`src/verilog/sar_adc_consts.svh`:
```
// Constants for the SAR converter sequencer
// Function
// - Produce 10-bit results readable by firmware
// - Three modes: single, round robin, one time
// - Single mode converts chosen channel, then interrupts
// - Wait programmable delay after enable rises
// - Programmable sample window, then 12-cycle conversion
// - Publish data, interrupt for two cycles
// - Continuous single mode restarts after interrupt pulse
// - Auto sweep channels 0..3 into result registers
// - Results readable any time without stalling
// - Round robin overwrites results, keeps no history
// - Channel slot about 63.33 us, sweep ~253 us
// - One time sweep stops after final channel
// - One time sweep end raises interrupt
// - Only channels 0..3 auto-sequenced
// - Select 0..31; listed channels reserved
// - Voltage inputs divided to 1.2 V scale
`ifndef SAR_ADC_CONSTS_SVH
`define SAR_ADC_CONSTS_SVH

`define SEQ_CLK_PERIOD_NS 20
`define SEQ_CONV_CYCLES 12'h00C
`define SEQ_IRQ_CYCLES 12'h002
`define SEQ_SLOT_TIME_NS 63330
`define SEQ_SLOT_CYCLES (`SEQ_SLOT_TIME_NS / `SEQ_CLK_PERIOD_NS)
`define SEQ_SWEEP_TIME_NS 696000
`define SEQ_AUTO_LAST 11
`define SEQ_AUTO_MASK 12'h00F
`define SEQ_RESERVED_MASK 32'h0002_77F0
`define SEQ_FIRST_SEARCH 5'h1F
`define SEQ_RESULT_RST 10'h000
`define SEQ_DIV_NONE 5'h00

`endif

```
`src/verilog/sar_adc_pkg.sv`:
```
// Types shared by the SAR converter sequencer
package sar_adc_pkg;

   typedef enum logic [1:0] {
      MODE_SINGLE = 2'h0,
      MODE_ROUND = 2'h1,
      MODE_ONCE = 2'h2
   } mode_e;

   typedef enum logic [6:0] {
      ST_IDLE = 7'h01,
      ST_ENWAIT = 7'h02,
      ST_SAMPLE = 7'h04,
      ST_CONVERT = 7'h08,
      ST_IRQ = 7'h10,
      ST_GAP = 7'h20,
      ST_DONE = 7'h40
   } state_e;

endpackage

```
`src/verilog/sar_adc_sequencer.sv`:
```
// Sequencer for a 10-bit SAR converter with a 32-way input multiplexer
`include "sar_adc_consts.svh"

module sar_adc_sequencer
   import sar_adc_pkg::*;
#(
   parameter int DATA_W = 10,
   parameter int N_RES = 12,
   parameter logic [11:0] SLOT_CYCLES = 12'(`SEQ_SLOT_CYCLES)
)(
   input wire logic ref_clk_i,                  // Core clock, 50 MHz
   input wire logic rstn_i,                     // Asynchronous reset, active low
   input wire logic enable_i,                   // Converter enable
   input mode_e mode_i,                         // Operating mode
   input wire logic [4:0] channel_i,            // Single mode channel
   input wire logic continuous_i,               // Repeat in single mode
   input wire logic start_i,                    // Start pulse
   input wire logic [7:0] en_delay_i,           // Enable delay in cycles
   input wire logic [7:0] sample_cycles_i,      // Sample window in cycles
   input wire logic [DATA_W-1:0] conv_data_i,   // Result from analog core
   input wire logic [3:0] rd_ch_i,              // Result register index
   output logic [DATA_W-1:0] rd_data_o,         // Result register contents
   output logic [4:0] mux_sel_o,                // Multiplexer select
   output logic [4:0] div_ratio_o,              // Input divider ratio
   output logic sample_o,                       // Sample switch closed
   output logic convert_o,                      // Conversion phase
   output logic irq_o,                          // Interrupt to core
   output logic [DATA_W-1:0] data_o,            // Latest single result
   output logic [4:0] data_ch_o,                // Channel of data_o
   output logic busy_o,                         // Sequence in progress
   output logic sweep_done_o                    // One time sweep halted
);

   typedef struct packed {
      state_e st;
      logic warm;
      logic once_end;
      logic [4:0] chan;
      logic [11:0] cnt;
      logic [11:0] slot;
      logic [DATA_W-1:0] sync1;
      logic [DATA_W-1:0] sync2;
      logic [DATA_W-1:0] data;
      logic [4:0] data_ch;
      logic [N_RES-1:0][DATA_W-1:0] res;
      logic [DATA_W-1:0] rd;
   } state_s;

   localparam state_s Q_RST = '{st: ST_IDLE, default: '0};
   localparam logic [31:0] RES_MASK = `SEQ_RESERVED_MASK;
   localparam logic [11:0] AUTO_MASK = `SEQ_AUTO_MASK;

   state_s q;
   state_s d;
   logic [5:0] nxt;
   logic [5:0] first;

   function automatic logic is_reserved(input logic [4:0] ch);
      return RES_MASK[ch];
   endfunction

   // Next auto channel above ch; top bit marks wrap to the first one
   function automatic logic [5:0] next_auto(input logic [4:0] ch);
      logic [5:0] r;
      r = {1'b1, 5'h00};
      for (int i = `SEQ_AUTO_LAST; i >= 0; i--)
      begin
         if (AUTO_MASK[i])
         begin
            r = {1'b1, 5'(i)};
         end
      end
      for (int i = `SEQ_AUTO_LAST; i >= 0; i--)
      begin
         if (AUTO_MASK[i] && (5'(i) > ch))
         begin
            r = {1'b0, 5'(i)};
         end
      end
      return r;
   endfunction

   // Zero means the input passes undivided
   function automatic logic [4:0] div_ratio(input logic [4:0] ch);
      logic [4:0] r;
      r = `SEQ_DIV_NONE;
      case (ch)
         5'h01, 5'h02: r = 5'h19;
         5'h0B: r = 5'h01;
         5'h0F, 5'h10: r = 5'h03;
         5'h12, 5'h13: r = 5'h02;
         default:
         begin
            if (ch >= 5'h14)
            begin
               r = 5'h03;
            end
         end
      endcase
      return r;
   endfunction

   // Phase ends once the count reaches the limit; a zero limit acts as one
   function automatic logic reached(input logic [11:0] c, input logic [11:0] lim);
      return (c + 12'h001) >= lim;
   endfunction

   assign nxt = next_auto(q.chan);
   assign first = next_auto(`SEQ_FIRST_SEARCH);

   always_comb
   begin
      d = q;
      d.sync1 = conv_data_i;
      d.sync2 = q.sync1;
      d.rd = (rd_ch_i < 4'(N_RES)) ? q.res[rd_ch_i] : `SEQ_RESULT_RST;
      d.slot = q.slot + 12'h001;
      d.cnt = q.cnt + 12'h001;
      if (!enable_i)
      begin
         // Abort any phase; the interrupt state is left without a pulse
         d.st = ST_IDLE;
         d.warm = 1'b0;
         d.once_end = 1'b0;
         d.cnt = 12'h000;
      end
      else
      begin
         unique case (q.st)
            ST_IDLE:
            begin
               d.cnt = 12'h000;
               d.slot = 12'h000;
               if (!q.warm)
               begin
                  d.st = ST_ENWAIT;
               end
               else if (mode_i == MODE_SINGLE)
               begin
                  if (start_i && !is_reserved(channel_i))
                  begin
                     d.chan = channel_i;
                     d.st = ST_SAMPLE;
                  end
               end
               else if (mode_i == MODE_ROUND || mode_i == MODE_ONCE)
               begin
                  d.chan = first[4:0];
                  d.st = ST_SAMPLE;
               end
            end
            ST_ENWAIT:
            begin
               if (reached(q.cnt, {4'h0, en_delay_i}))
               begin
                  d.warm = 1'b1;
                  d.st = ST_IDLE;
               end
            end
            ST_SAMPLE:
            begin
               if (reached(q.cnt, {4'h0, sample_cycles_i}))
               begin
                  d.cnt = 12'h000;
                  d.st = ST_CONVERT;
               end
            end
            ST_CONVERT:
            begin
               if (reached(q.cnt, `SEQ_CONV_CYCLES))
               begin
                  d.cnt = 12'h000;
                  if (mode_i == MODE_SINGLE)
                  begin
                     d.data = q.sync2;
                     d.data_ch = q.chan;
                     d.st = ST_IRQ;
                  end
                  else
                  begin
                     // Newest value replaces the old one
                     d.res[q.chan] = q.sync2;
                     if (nxt[5] && mode_i == MODE_ONCE)
                     begin
                        d.once_end = 1'b1;
                        d.st = ST_IRQ;
                     end
                     else
                     begin
                        d.st = ST_GAP;
                     end
                  end
               end
            end
            ST_GAP:
            begin
               // Each auto channel occupies a fixed slot
               if (q.slot >= SLOT_CYCLES - 12'h001)
               begin
                  d.cnt = 12'h000;
                  d.slot = 12'h000;
                  if (mode_i == MODE_ROUND || mode_i == MODE_ONCE)
                  begin
                     d.chan = nxt[4:0];
                     d.st = ST_SAMPLE;
                  end
                  else
                  begin
                     d.st = ST_IDLE;
                  end
               end
            end
            ST_IRQ:
            begin
               if (reached(q.cnt, `SEQ_IRQ_CYCLES))
               begin
                  d.cnt = 12'h000;
                  d.slot = 12'h000;
                  if (q.once_end)
                  begin
                     d.once_end = 1'b0;
                     d.st = ST_DONE;
                  end
                  else if (mode_i == MODE_SINGLE && continuous_i)
                  begin
                     d.st = ST_SAMPLE;
                  end
                  else
                  begin
                     d.st = ST_IDLE;
                  end
               end
            end
            ST_DONE:
            begin
               // Halted until a new start or a change of mode
               d.cnt = 12'h000;
               if (start_i || mode_i != MODE_ONCE)
               begin
                  d.st = ST_IDLE;
               end
            end
         endcase
      end
   end

   always_ff @(posedge ref_clk_i or negedge rstn_i)
   begin
      if (!rstn_i)
      begin
         q <= Q_RST;
      end
      else
      begin
         q <= d;
      end
   end

   assign rd_data_o = q.rd;
   assign mux_sel_o = q.chan;
   assign div_ratio_o = div_ratio(q.chan);
   assign sample_o = (q.st == ST_SAMPLE);
   assign convert_o = (q.st == ST_CONVERT);
   assign irq_o = (q.st == ST_IRQ);
   assign data_o = q.data;
   assign data_ch_o = q.data_ch;
   assign busy_o = (q.st != ST_IDLE) && (q.st != ST_DONE);
   assign sweep_done_o = (q.st == ST_DONE);

endmodule

```
`config.mk`:
```
export PLATFORM = sky130hd
export DESIGN_NAME = sar_adc_sequencer
export DESIGN_NICKNAME = d
export VERILOG_FILES = /design/src/verilog/sar_adc_pkg.sv /design/src/verilog/sar_adc_sequencer.sv
export VERILOG_INCLUDE_DIRS = /design/src /design/src/verilog
export SDC_FILE = /design/constraint.sdc
export NUM_CORES = 1
export LEC_CHECK = 0
export BUFFER_PORTS_ARGS = -buffer_cell sky130_fd_sc_hd__buf_2
export CORE_ASPECT_RATIO = 1.4
export CORE_MARGIN = 2
export CORE_UTILIZATION = 48
export DETAILED_ROUTE_END_ITERATION = 10
export GPL_TIMING_DRIVEN = 0
export HOLD_SLACK_MARGIN = 0.15
export PLACE_DENSITY = 0.66
export SYNTH_ARGS = -nofsm -noshare
export SYNTH_HDL_FRONTEND = slang
export SYNTH_SLANG_ARGS = --single-unit
```
`constraint.sdc`:
```
create_clock -name ref_clk_i -period 3.52 [get_ports ref_clk_i]
set_input_delay 0.704 -clock ref_clk_i [delete_from_list [all_inputs] [get_ports ref_clk_i]]
set_output_delay 0.704 -clock ref_clk_i [all_outputs]
set_load 0.05 [all_outputs]
```
# [After elaboration in Yosys (flattened, before gate mapping)]
# Memory sizes are Yosys's and may differ from the RTL's.
# Cells that the tools add are included.
[classes] reduce_logical=20 bitwise=1 n_lt_le_gt_ge=15 add_sub_neg=2 muxes=50 n_eq_ne=37
[op_table] cell="120-bit bitwise mux" count=1
[op_table] cell="7-bit 2-to-1 mux" count=10
[op_table] cell="12-bit case mux with 5 select lines" count=1
[op_table] cell="7-bit case mux with 7 select lines" count=1
[op_table] cell="12-bit 2-to-1 mux" count=4
[op_table] cell="10-bit binary-select mux with 4-bit select" count=1
[op_table] cell="10-bit demux with 4-bit select" count=1
[op_table] cell="6-bit 2-to-1 mux" count=6
[op_table] cell="12-bit case mux with 3 select lines" count=1
[op_table] cell="10-bit 2-to-1 mux" count=3
[op_table] cell="29-bit 2-to-1 mux" count=1
[op_table] cell="5-bit 2-to-1 mux" count=5
[op_table] cell="12-bit by 1-bit adder with 12-bit output (second input constant)" count=2
[op_table] cell="12-bit by 8-bit greater-or-equal comparator with 1-bit output" count=2
[op_table] cell="24-bit 2-to-1 mux" count=1
[op_table] cell="5-bit case mux with 4 select lines" count=1
[op_table] cell="5-bit equality test (second input constant)" count=3
[op_table] cell="3-bit by 2-bit != test with 1-bit output (second input constant)" count=5
[op_table] cell="3-bit != test (second input constant)" count=5
[op_table] cell="12-bit greater-or-equal comparator (second input constant)" count=1
[op_table] cell="12-bit by 2-bit greater-or-equal comparator with 1-bit output (second input constant)" count=1
[op_table] cell="12-bit by 4-bit greater-or-equal comparator with 1-bit output (second input constant)" count=1
[op_table] cell="5-bit by 4-bit equality test with 1-bit output (second input constant)" count=2
[op_table] cell="1-bit by 5-bit greater-than comparator with 1-bit output (first input constant)" count=2
[op_table] cell="43 further kinds" count=64
[totals] memories=1 rom_bits=32 out_inout_bits=40 word_cells=149 reg_bits=203 input_bits=42
[mem_list] name="(name not given)" depth=32 word_bits=1 read_ports=1 rd_ports_with_merged_regs=0 write_ports=0 line="sar_adc_sequencer.sv:59" text="return RES_MASK[ch];"

# [Depth between registers and ports, before layout]
# Gate-level depths: netlist (run 1).
[depth] depth_word=11 depth_mapped=13 depth_no_buf=11

# [Worst setup path before layout (run 1)]
# Ideal clock, no wire load.
[synth_timing] kind="register to register" from="register q[177] (netlist name)" to="register q[201] (netlist name)" required_time_ns=3.398 n_path_buf=1 stages_incl_launch_ff=13 setup_ns=0.122 arrival_ns=2.992 setup_slack_ns=0.407 period_less_slack_ns=3.113 cell_sequence="dfrtp_1 -> ha_1 -> nand3_1 -> xnor2_1 -> ha_1 -> a21o_1 -> a21oi_1 -> o21ai_0 -> and3_1 -> or4b_4 -> and4_4 -> buf_6 -> a32o_1"
[synth_via] elab_chain_len=4 word_cells_on_any_way=10 cone_classes="1 x add/sub; 4 x order compare; 4 x eq/ne; 1 x reduce/logical"
[synth_rtl] element="start, declared" line="sar_adc_sequencer.sv:53" text="state_s q;"
[synth_rtl] element="start signal, assigned" line="sar_adc_sequencer.sv:251" text="q <= Q_RST;"
[synth_rtl] element="start signal, assigned" line="sar_adc_sequencer.sv:255" text="q <= d;"
[synth_rtl] element="12-bit by 1-bit adder with 12-bit output *" line="sar_adc_sequencer.sv:105" text="return (c + 12'h001) >= lim;"
[synth_rtl] element="12-bit by 8-bit greater-or-equal comparator with 1-bit output (tied with other cells)" line="sar_adc_sequencer.sv:105"
[synth_rtl] element="3-bit != test (no line) or 3-bit by 2-bit != test with 1-bit output (tied branches)"
[synth_rtl] element="8-bit AND reduction (no line) *"
# Mark *: on every way between the ends. The rest lies on a longest branch, timed or not.
# A chain may end at the register's enable or synchronous reset.

# [Worst setup path in the final report (run 1)]
[layout_timing] from="register q[177] (netlist name)" to="register q[122] (netlist name)"
[layout_via] elab_chain_len=3
[layout_rtl] element="12-bit by 1-bit adder with 12-bit output" line="sar_adc_sequencer.sv:105"
[layout_rtl] element="12-bit by 4-bit greater-or-equal comparator with 1-bit output" line="sar_adc_sequencer.sv:105"
[layout_rtl] element="4-bit AND reduction (no line)"
# No other way between the ends.

==> flow_metrics.tcl, run 1 <==
set metrics [dict create \
    fin_worst_skew_ps 8.802 \
    max-cap-violations 0 \
    synth_edf_count 0 \
    stdcell_count 1148 \
    place.gp.congestion 0.8716 \
    holdWs_ps 221.7 \
    setup_violations 0 \
    synth.avg_cell_area_um2 12.84 \
    hpwlAfterDp_mm 14.60 \
    drc 0 \
    cts_sinks 203 \
    multiInputGateArea_um2 4384 \
    start_util_pct 48.71 \
    status "completed" \
    grt_start_max_net_pins 115 \
    layout-drive-gt1-share_pct 38.90 \
    synthArstFlopShare_pct 100.0 \
    grt_overflow 0 \
    post-place-cells 1109 \
    die_y_um 174.3 \
    synth_cells 774 \
    cts_tree "built" \
    final_cell_area_um2 11440 \
    worst_hold_path_type "input pin to asynchronous set/reset pin" \
    regArea_um2 5082 \
    clkLatencyLatePin_ps 490 \
    setup_slack_ps 226.3 \
    maxSlewHeadroom_pct 34.00 \
    place_area_um2 10690 \
    synth-compound-area-share_pct 5.653 \
    drv_slew 0 \
    hold_viol_final 0 \
    dp_slack_ps -34.59 \
    worstReg2RegEnd "q[122]" \
    max_freq_mhz 303.6 \
    critical_path_class "register to register" \
    grt_pass1_wl_mm 34.89 \
    cts_made_buffers 22 \
    rows 62 \
    core_area_um2 20400 \
    root_buffer "clkbuf_16" \
    critPathCaptureType "register" \
    synth_flop_cell "dfrtp_1" \
    ys_seq_area_share_pct 51.13 \
    syn_nets 837 \
    tightest_slew_ps 990.1 \
    yosysUniqueCellTypes 68 \
    endpoint "q[122]" \
    dieArea_um2 21890 \
    syn_to_final_growth_pct 15.10 \
    crit_fanout 10 \
    fin_crit_ps 3294 \
    irDropWorstVdd_uv 289.4 \
    crit_required_ps 3890 \
    synth-adder-area-share_pct 2.644 \
    yosys_warnings 0 \
    drt_iter0_drc 313 \
    setup.worst_path.start "q[177]" \
    muxShareOfSynthArea_pct 24.02 \
    ff2ff_path_depth 9 \
    fin_util_pct 56.07 \
    grt_antenna_before_repair 0 \
    ios 82 \
    dr.pass1.iters 4 \
    synth-simple-area-share_pct 9.405 \
    rrSetupSlack_ps 230 \
    vias 6306 \
    finalCritPeriodShare_pct 93.57 \
    layout_commonest_cell "dfrtp_1" \
    via_per_inst 5.493 \
    routedWlPerCell_um 18.37 \
    n_antenna_cell 0 \
    tns_ps 0 \
    clkTransAtPathRegs_ps 60 \
    final_cell_mix "dfrtp_1, mux2_2, buf_2" \
    yosysTopAreaCellShare_pct 50.86 \
    rsz0062_at_grt "false" \
    synth_top_family_by_area "multiplexers" \
    nFillCells 1743 \
    ant_nets 0 \
    die_w_um 125.6 \
    netlist_area_um2 9938 \
    ys_ff_latch 203 \
    power_density_nw_per_um2 440.6 \
    p_leak_nw 5.672 \
    port_buffers 78 \
    power_mw 5.040 \
    cp.arrival_ps 3670 \
    cts.path.max_buffers 3 \
    synth.top_cells.by_area "dfrtp_1, mux2_2, mux4_2" \
    grt_util_all_layers_pct 19.83 \
    grt_pass1_vias 6641 \
    synthXorXnorAreaFrac_pct 2.115 \
    fin_nets 941 \
    regToRegStartpoint "q[177]" \
    synth_top_cell_by_area "dfrtp_1" \
    htreeDepth 1 \
    totalWireLength_mm 21.09 \
    startpoint_type "register" \
]
sequential cells by signal, summed over array words and instances (netlist names):
| name | cells |
|---|---|
| d | 10 |
| data_ch_o | 5 |
| data_o | 10 |
| mux_sel_o | 5 |
| q | 163 |
| rd_data_o | 10 |
critical path: stages, from the launching register on:
cell and delay [ps]:
dfrtp_2 460, ha_2 290, and3_1 180, buf_6 120
a21o_1 160, a2111oi_4 90, o21ai_2 490, o211ai_2 260
nor2_2 700, mux2_2 420
report_power, final:
part	switching, mW	internal (mW)
clock	0.885	1.35
sequential	0.0535	2.38
combinational	0.237	0.134
total	1.18	3.86
synthesized netlist by cell type, types with 3 or more instances:
master    instances
dfrtp_1         202
mux2_2          130
nor2_1           38
nand2_1          37
buf_4            32
mux4_2           30
inv_1            29
ha_1             21
clkbuf_1         20
o21ai_0          19
mux2i_1          18
nor3_1           17
nand3_1          15
xnor2_1          12
xor2_1           12
nor2_2           10
nor2b_1          10
a21oi_1           9
and3_1            8
nand2b_1          7
mux2_1            6
or2_2             6
a21boi_0          5
a21o_1            5
buf_1             5
nand4_1           5
buf_2             4
a211oi_1          3
buf_6             3
nand3b_1          3
o211ai_2          3
or4_1             3
worst min-delay path by stage:
stage	startpoint	end	slack, ps	depth (start not counted)
2_1_floorplan	d[145]	q[145]	330	0
3_3_place_gp	d[151]	q[151]	330	0
3_5_place_dp	d[150]	q[150]	340	0
4_1_cts	rstn_i	q[149]	250	1
5_1_grt	rstn_i	q[149]	260	1
6_report	rstn_i	q[149]	220	1
repair_timing:
action | 4_1_cts | 5_1_grt
pin swaps | 1 | 0
buffers inserted | 1 | 0
gates resized for setup | 2 | 3
hold buffers | 0 | 0
endpoints found under the setup margin | 19 | 92
area by class of cell:
class | instances | share of cell area [%]
Clock inverter | 5 | 0.4704
Buffer | 64 | 3.391
Timing Repair Buffer | 80 | 3.916
Sequential cell | 203 | 44.43
Multi-Input combinational cell | 478 | 38.33
Clock buffer | 33 | 5.710
Inverter | 29 | 0.9516
Tap cell | 256 | 2.800
cell families after synthesis:
logic type | after synthesis
DFF | 203
muxes | 184
and+or+nand+nor | 175
buffers and inverters | 93
AOI/OAI and AO/OA | 73
xor gates and xnor gates | 24
adders and majority gates | 21
other | 1
metal layers:
| metal | GRT usage, % | vias to the layer above | share of wire (%) |
|---|---|---|---|
| met4 | 4.815 | 0 | 1.6 |
| met2 | 34.77 | 129 | 52 |
| met5 | 0 | - | 0 |
| met1 | 26.22 | 3194 | 43 |
| li1 | - | 2959 | - |
| met3 | 2.585 | 24 | 3.5 |
No activity file was read; power rests on OpenSTA's default activity.
==> run 2, diff against run 1 <==
CORE_UTILIZATION = 60   (was 48)
PLACE_DENSITY = 0.8   (was 0.66)
SETUP_SLACK_MARGIN = 0.4   (was not set)
==> flow_metrics.tcl, run 2 (synthesis gave the netlist of run 1 again) <==
set metrics [dict create \
    drv_slew 0 \
    setup_violations 0 \
    maxSlewHeadroom_pct 29.55 \
    cts_made_buffers 20 \
    layout-drive-gt1-share_pct 40.67 \
    nFillCells 1082 \
    grt_pass1_wl_mm 36.56 \
    drc 0 \
    cp.arrival_ps 3480 \
    dieArea_um2 17620 \
    final_cell_mix "dfrtp_1, mux2_2, buf_2" \
    top_register "q" \
    cpLargestDelayFamily "simple AND/OR/NAND/NOR gates" \
    grt_overflow 0 \
    p_sw_share_pct 23.01 \
    max-cap-violations 0 \
    grt_util_all_layers_pct 26.24 \
    finalCritPeriodShare_pct 88.04 \
    ant_nets 0 \
    die_y_um 156.3 \
    htreeDepth 1 \
    holdBufCountCts 0 \
    power.share.clock_pct 45.0 \
    crit_path_max_incr_delay_ps 530 \
    p_sw_mw 1.181 \
    stdcell_count 1099 \
    worst_hold_path_type "input pin to asynchronous set/reset pin" \
    setup_slack_ps 421.1 \
    vias 6636 \
    internal-power_mw 3.953 \
    hold_viol_final 0 \
    critPathCaptureType "register" \
    comb_power_share_pct 7.7 \
    start_util_pct 61.45 \
    grt_start_max_net_pins 127 \
    tightest_slew_ps 1057 \
    layout_commonest_cell "dfrtp_1" \
    routedWlPerCell_um 20.77 \
    crit_fanout 5 \
    largest_register_ffs 163 \
    via_per_inst 6.038 \
    irDropWorstVdd_uv 429.8 \
    place.gp.congestion 0.8655 \
    core_area_um2 16170 \
    dp_slack_ps -66.07 \
    grt_pass1_vias 7032 \
    drt_iter0_drc 449 \
    power_density_nw_per_um2 442.7 \
    clkTransAtPathRegs_ps 60 \
    cts_tree "built" \
    post-place-cells 1052 \
    hpwlAfterDp_mm 15.11 \
    fin_nets 951 \
    path_buf_inv 3 \
    crit_chain "buf_4 > nand4_1 > inv_1 > nand2_2 > xnor2_2 > ha_1 > a21oi_2 > o21ai_1 > and3_1 > or4b_4 > and4_4 > buf_6 > a32o_1" \
    slowest_stage "or4b_4" \
    holdWs_ps 189.0 \
    startpoint_type "register" \
    seqPwrFrac_pct 47.3 \
    cts.path.max_buffers 3 \
    status "completed" \
    n_antenna_cell 0 \
    max_freq_mhz 322.7 \
    p_leak_nw 5.744 \
    ios 82 \
    die_w_um 112.8 \
    fin_worst_skew_ps 18.69 \
    rsz0062_at_grt "true" \
    dr.pass1.iters 4 \
    syn_to_final_growth_pct 16.69 \
    fin_crit_ps 3099 \
    crit_required_ps 3900 \
    cts_sinks 203 \
    critical_path_class "register to register" \
    clkLatencyLatePin_ps 490 \
    rows 55 \
    grt_antenna_before_repair 0 \
    port_buffers 78 \
    totalWireLength_mm 22.82 \
    root_buffer "clkbuf_16" \
]
==> run 2: metal layers <==
layer / vias up / track usage, % / share of wire [%]
met5: - / 0 / 0
met4: 0 / 9.814 / 3.1
met3: 56 / 3.641 / 4.8
met2: 201 / 47.68 / 54
met1: 3416 / 31.71 / 38
li1: 2963 / - / -
==> run 2: per-stage QoR <==
stage               area [um^2]  utilization (%)  TNS (ps)  total power [mW]
floorplan                  9938                -         0             2.691
global placement          10580            65.41   -265460             2.829
detailed placement        10620            65.64    -591.9             2.848
CTS                       11470            70.92         0             5.151
global route              11600            71.71         0             5.297
finish                    11600            71.71         0             5.134
==> run 2: area by class of cell <==
type / count / area (um^2) / share of cell area, %
clock buffer: 29 / 615.6 / 5.308
clock inverter: 5 / 103.9 / 0.8955
timing repair buffer: 92 / 540.5 / 4.661
buffer: 64 / 397.9 / 3.431
tap: 199 / 249.0 / 2.147
multi-input combinational: 478 / 4498 / 38.79
sequential: 203 / 5084 / 43.83
inverter: 29 / 108.9 / 0.9386
==> run 2: what timing repair did <==
item	CTS	global route
pin swaps	1	12
buffers inserted	2	11
gates resized for setup	21	12
endpoints found under the setup margin	157	58
==> run 2: power groups by stage <==
stage               combinational, mW  clock (mW)  sequential, mW
finish                          0.396        2.31            2.43
global route                    0.438        2.43            2.43
CTS                             0.386        2.34            2.43
detailed placement              0.375           0            2.47
global placement                0.358           0            2.47
floorplan                       0.233           0            2.46
==> run 2: path summary, 6_finish.rpt <==
kind	from	to	slack, ps	cells past startpoint
min in group ref_clk_i	conv_data_i[9]	d[154]	320	1
max reg2reg	q[178]	q[201]	420	13
min	rstn_i	d[149]	190	1
max	q[178]	q[201]	420	13
min reg2reg	d[152]	q[152]	350	0
max in group asynchronous	rstn_i	q[201]	2340	2
==> run 3, diff against run 2 <==
CORE_ASPECT_RATIO = 1.2   (was 1.4)
PLACE_DENSITY = 0.83   (was 0.8)
==> flow_metrics.tcl, run 3 (synthesis gave the netlist of run 1 again) <==
set metrics [dict create \
    place.gp.congestion 0.9139 \
    rows 51 \
    via_per_inst 5.874 \
    max_freq_mhz 322.6 \
    syn_to_final_growth_pct 15.80 \
    grt_start_max_net_pins 117 \
    drt_iter0_drc 375 \
    grt_overflow 0 \
    clkLatencyLatePin_ps 490 \
    routedWlPerCell_um 19.46 \
    regToRegStartpoint "q[178]" \
    totalWireLength_mm 21.50 \
    cts_made_buffers 21 \
    die_y_um 145.0 \
    start_util_pct 61.32 \
    worst_hold_path_type "input pin to asynchronous set/reset pin" \
    cp.arrival_ps 3460 \
    dr.pass1.iters 4 \
    ant_nets 0 \
    n_antenna_cell 0 \
    dieArea_um2 17610 \
    grt_util_all_layers_pct 25.33 \
    rsz0062_at_grt "true" \
    clkTransAtPathRegs_ps 60 \
    critPathCaptureType "register" \
    layout-drive-gt1-share_pct 39.64 \
    hold_viol_final 0 \
    crit_chain "ha_4 > nand3_2 > xnor2_2 > ha_1 > a21o_1 > a21oi_1 > o21ai_0 > and3_1 > or4b_4 > and4_4 > buf_6 > a41o_1" \
    root_buffer "clkbuf_16" \
    critical_path_class "register to register" \
    rrSetupSlack_ps 420 \
    vias 6491 \
    top_register "q" \
    irDropWorstVdd_uv 321.3 \
    holdBufCountCts 0 \
    drv_slew 0 \
    hpwlAfterDp_mm 13.87 \
    finalCritPeriodShare_pct 88.07 \
    fin_worst_skew_ps 11.17 \
    holdWs_ps 219.1 \
    grt_pass1_vias 6835 \
    fin_nets 942 \
    cts.path.max_buffers 3 \
    htreeDepth 1 \
    stdcell_count 1105 \
    setup_violations 0 \
    status "completed" \
    cts_sinks 203 \
    largest_register_ffs 163 \
    max-cap-violations 0 \
    grt_antenna_before_repair 0 \
    final_cell_mix "dfrtp_1, mux2_2, buf_2" \
    drc 0 \
    grt_pass1_wl_mm 35.01 \
    die_w_um 121.5 \
    port_buffers 78 \
    post-place-cells 1065 \
    crit_fanout 7 \
    ff2ff_path_depth 12 \
    slowest_stage "or4b_4" \
    worstReg2RegEnd "q[202]" \
    power_density_nw_per_um2 446.8 \
    fin_crit_ps 3100 \
    crit_required_ps 3880 \
    maxSlewHeadroom_pct 29.24 \
    startpoint_type "register" \
    p_leak_nw 5.694 \
    tightest_slew_ps 1061 \
    core_area_um2 16210 \
    crit_path_max_incr_delay_ps 520 \
    ios 82 \
    layout_commonest_cell "dfrtp_1" \
    cts_tree "built" \
]
## run 3: power by group
part	switching, mW	total (mW)	internal [mW]
clock	0.899	2.33	1.43
sequential	0.0555	2.43	2.38
combinational	0.239	0.380	0.141
## run 3: area by class of cell
class | count | area [um^2]
Buffer | 64 | 395.4
Multi-Input combinational cell | 478 | 4466
Fill cell | 1108 | 4700
Clock buffer | 25 | 560.5
Tap cell | 212 | 265.3
Timing Repair Buffer | 82 | 465.4
Inverter | 29 | 108.9
Sequential cell | 203 | 5084
Clock inverter | 12 | 163.9
## run 3: metal layers
| layer | routed length, um | GRT usage, % |
|---|---|---|
| met5 | 0 | 0 |
| met4 | 762 | 9.713 |
| met3 | 1031 | 3.852 |
| met2 | 10980 | 42.67 |
| met1 | 8728 | 33.09 |
## run 3: worst max path at each step
stage          startpoint           end  cells after the start  slack (ps)
2_1_floorplan      q[177]        q[201]                     12         410
3_3_place_gp       rstn_i  data_ch_o[2]                      1       -1580
3_5_place_dp       q[177]        q[202]                     12         -20
4_1_cts            q[178]        q[115]                      9         360
5_1_grt            q[180]        q[202]                     11         300
6_report           q[178]        q[202]                     12         420
## run 3: timing repair
action | 4_1_cts | 5_1_grt
gates resized for setup | 13 | 9
pin swaps | 1 | 0
cloned | 0 | 0
endpoints found under the setup margin | 146 | 132
buffers inserted | 3 | 0
## run 3: stage by stage
step                      util, %  worst slack (ps)  power, mW  instance area, um^2  setup TNS (ps)
after floorplan                 -             406.9      2.691                 9938               0
after global placement      65.36             -1584      2.831                10590         -317170
after detailed placement    65.59            -21.57      2.843                10630          -33.84
after CTS                   70.66             358.2      5.160                11450               0
after global routing        71.01             304.2      5.320                11510               0
final                       71.01             419.9      5.141                11510               0
## run 3: worst max-delay path: cells and delay by family (launching register included)
| kind | cells | cell delay [ps] |
|---|---|---|
| DFF | 1 | 430 |
| buffers and inverters | 1 | 130 |
| and+or+nand+nor | 4 | 1060 |
| AOI/OAI and AO/OA | 4 | 650 |
| xor gates and xnor gates | 1 | 230 |
| adders and majority gates | 2 | 480 |
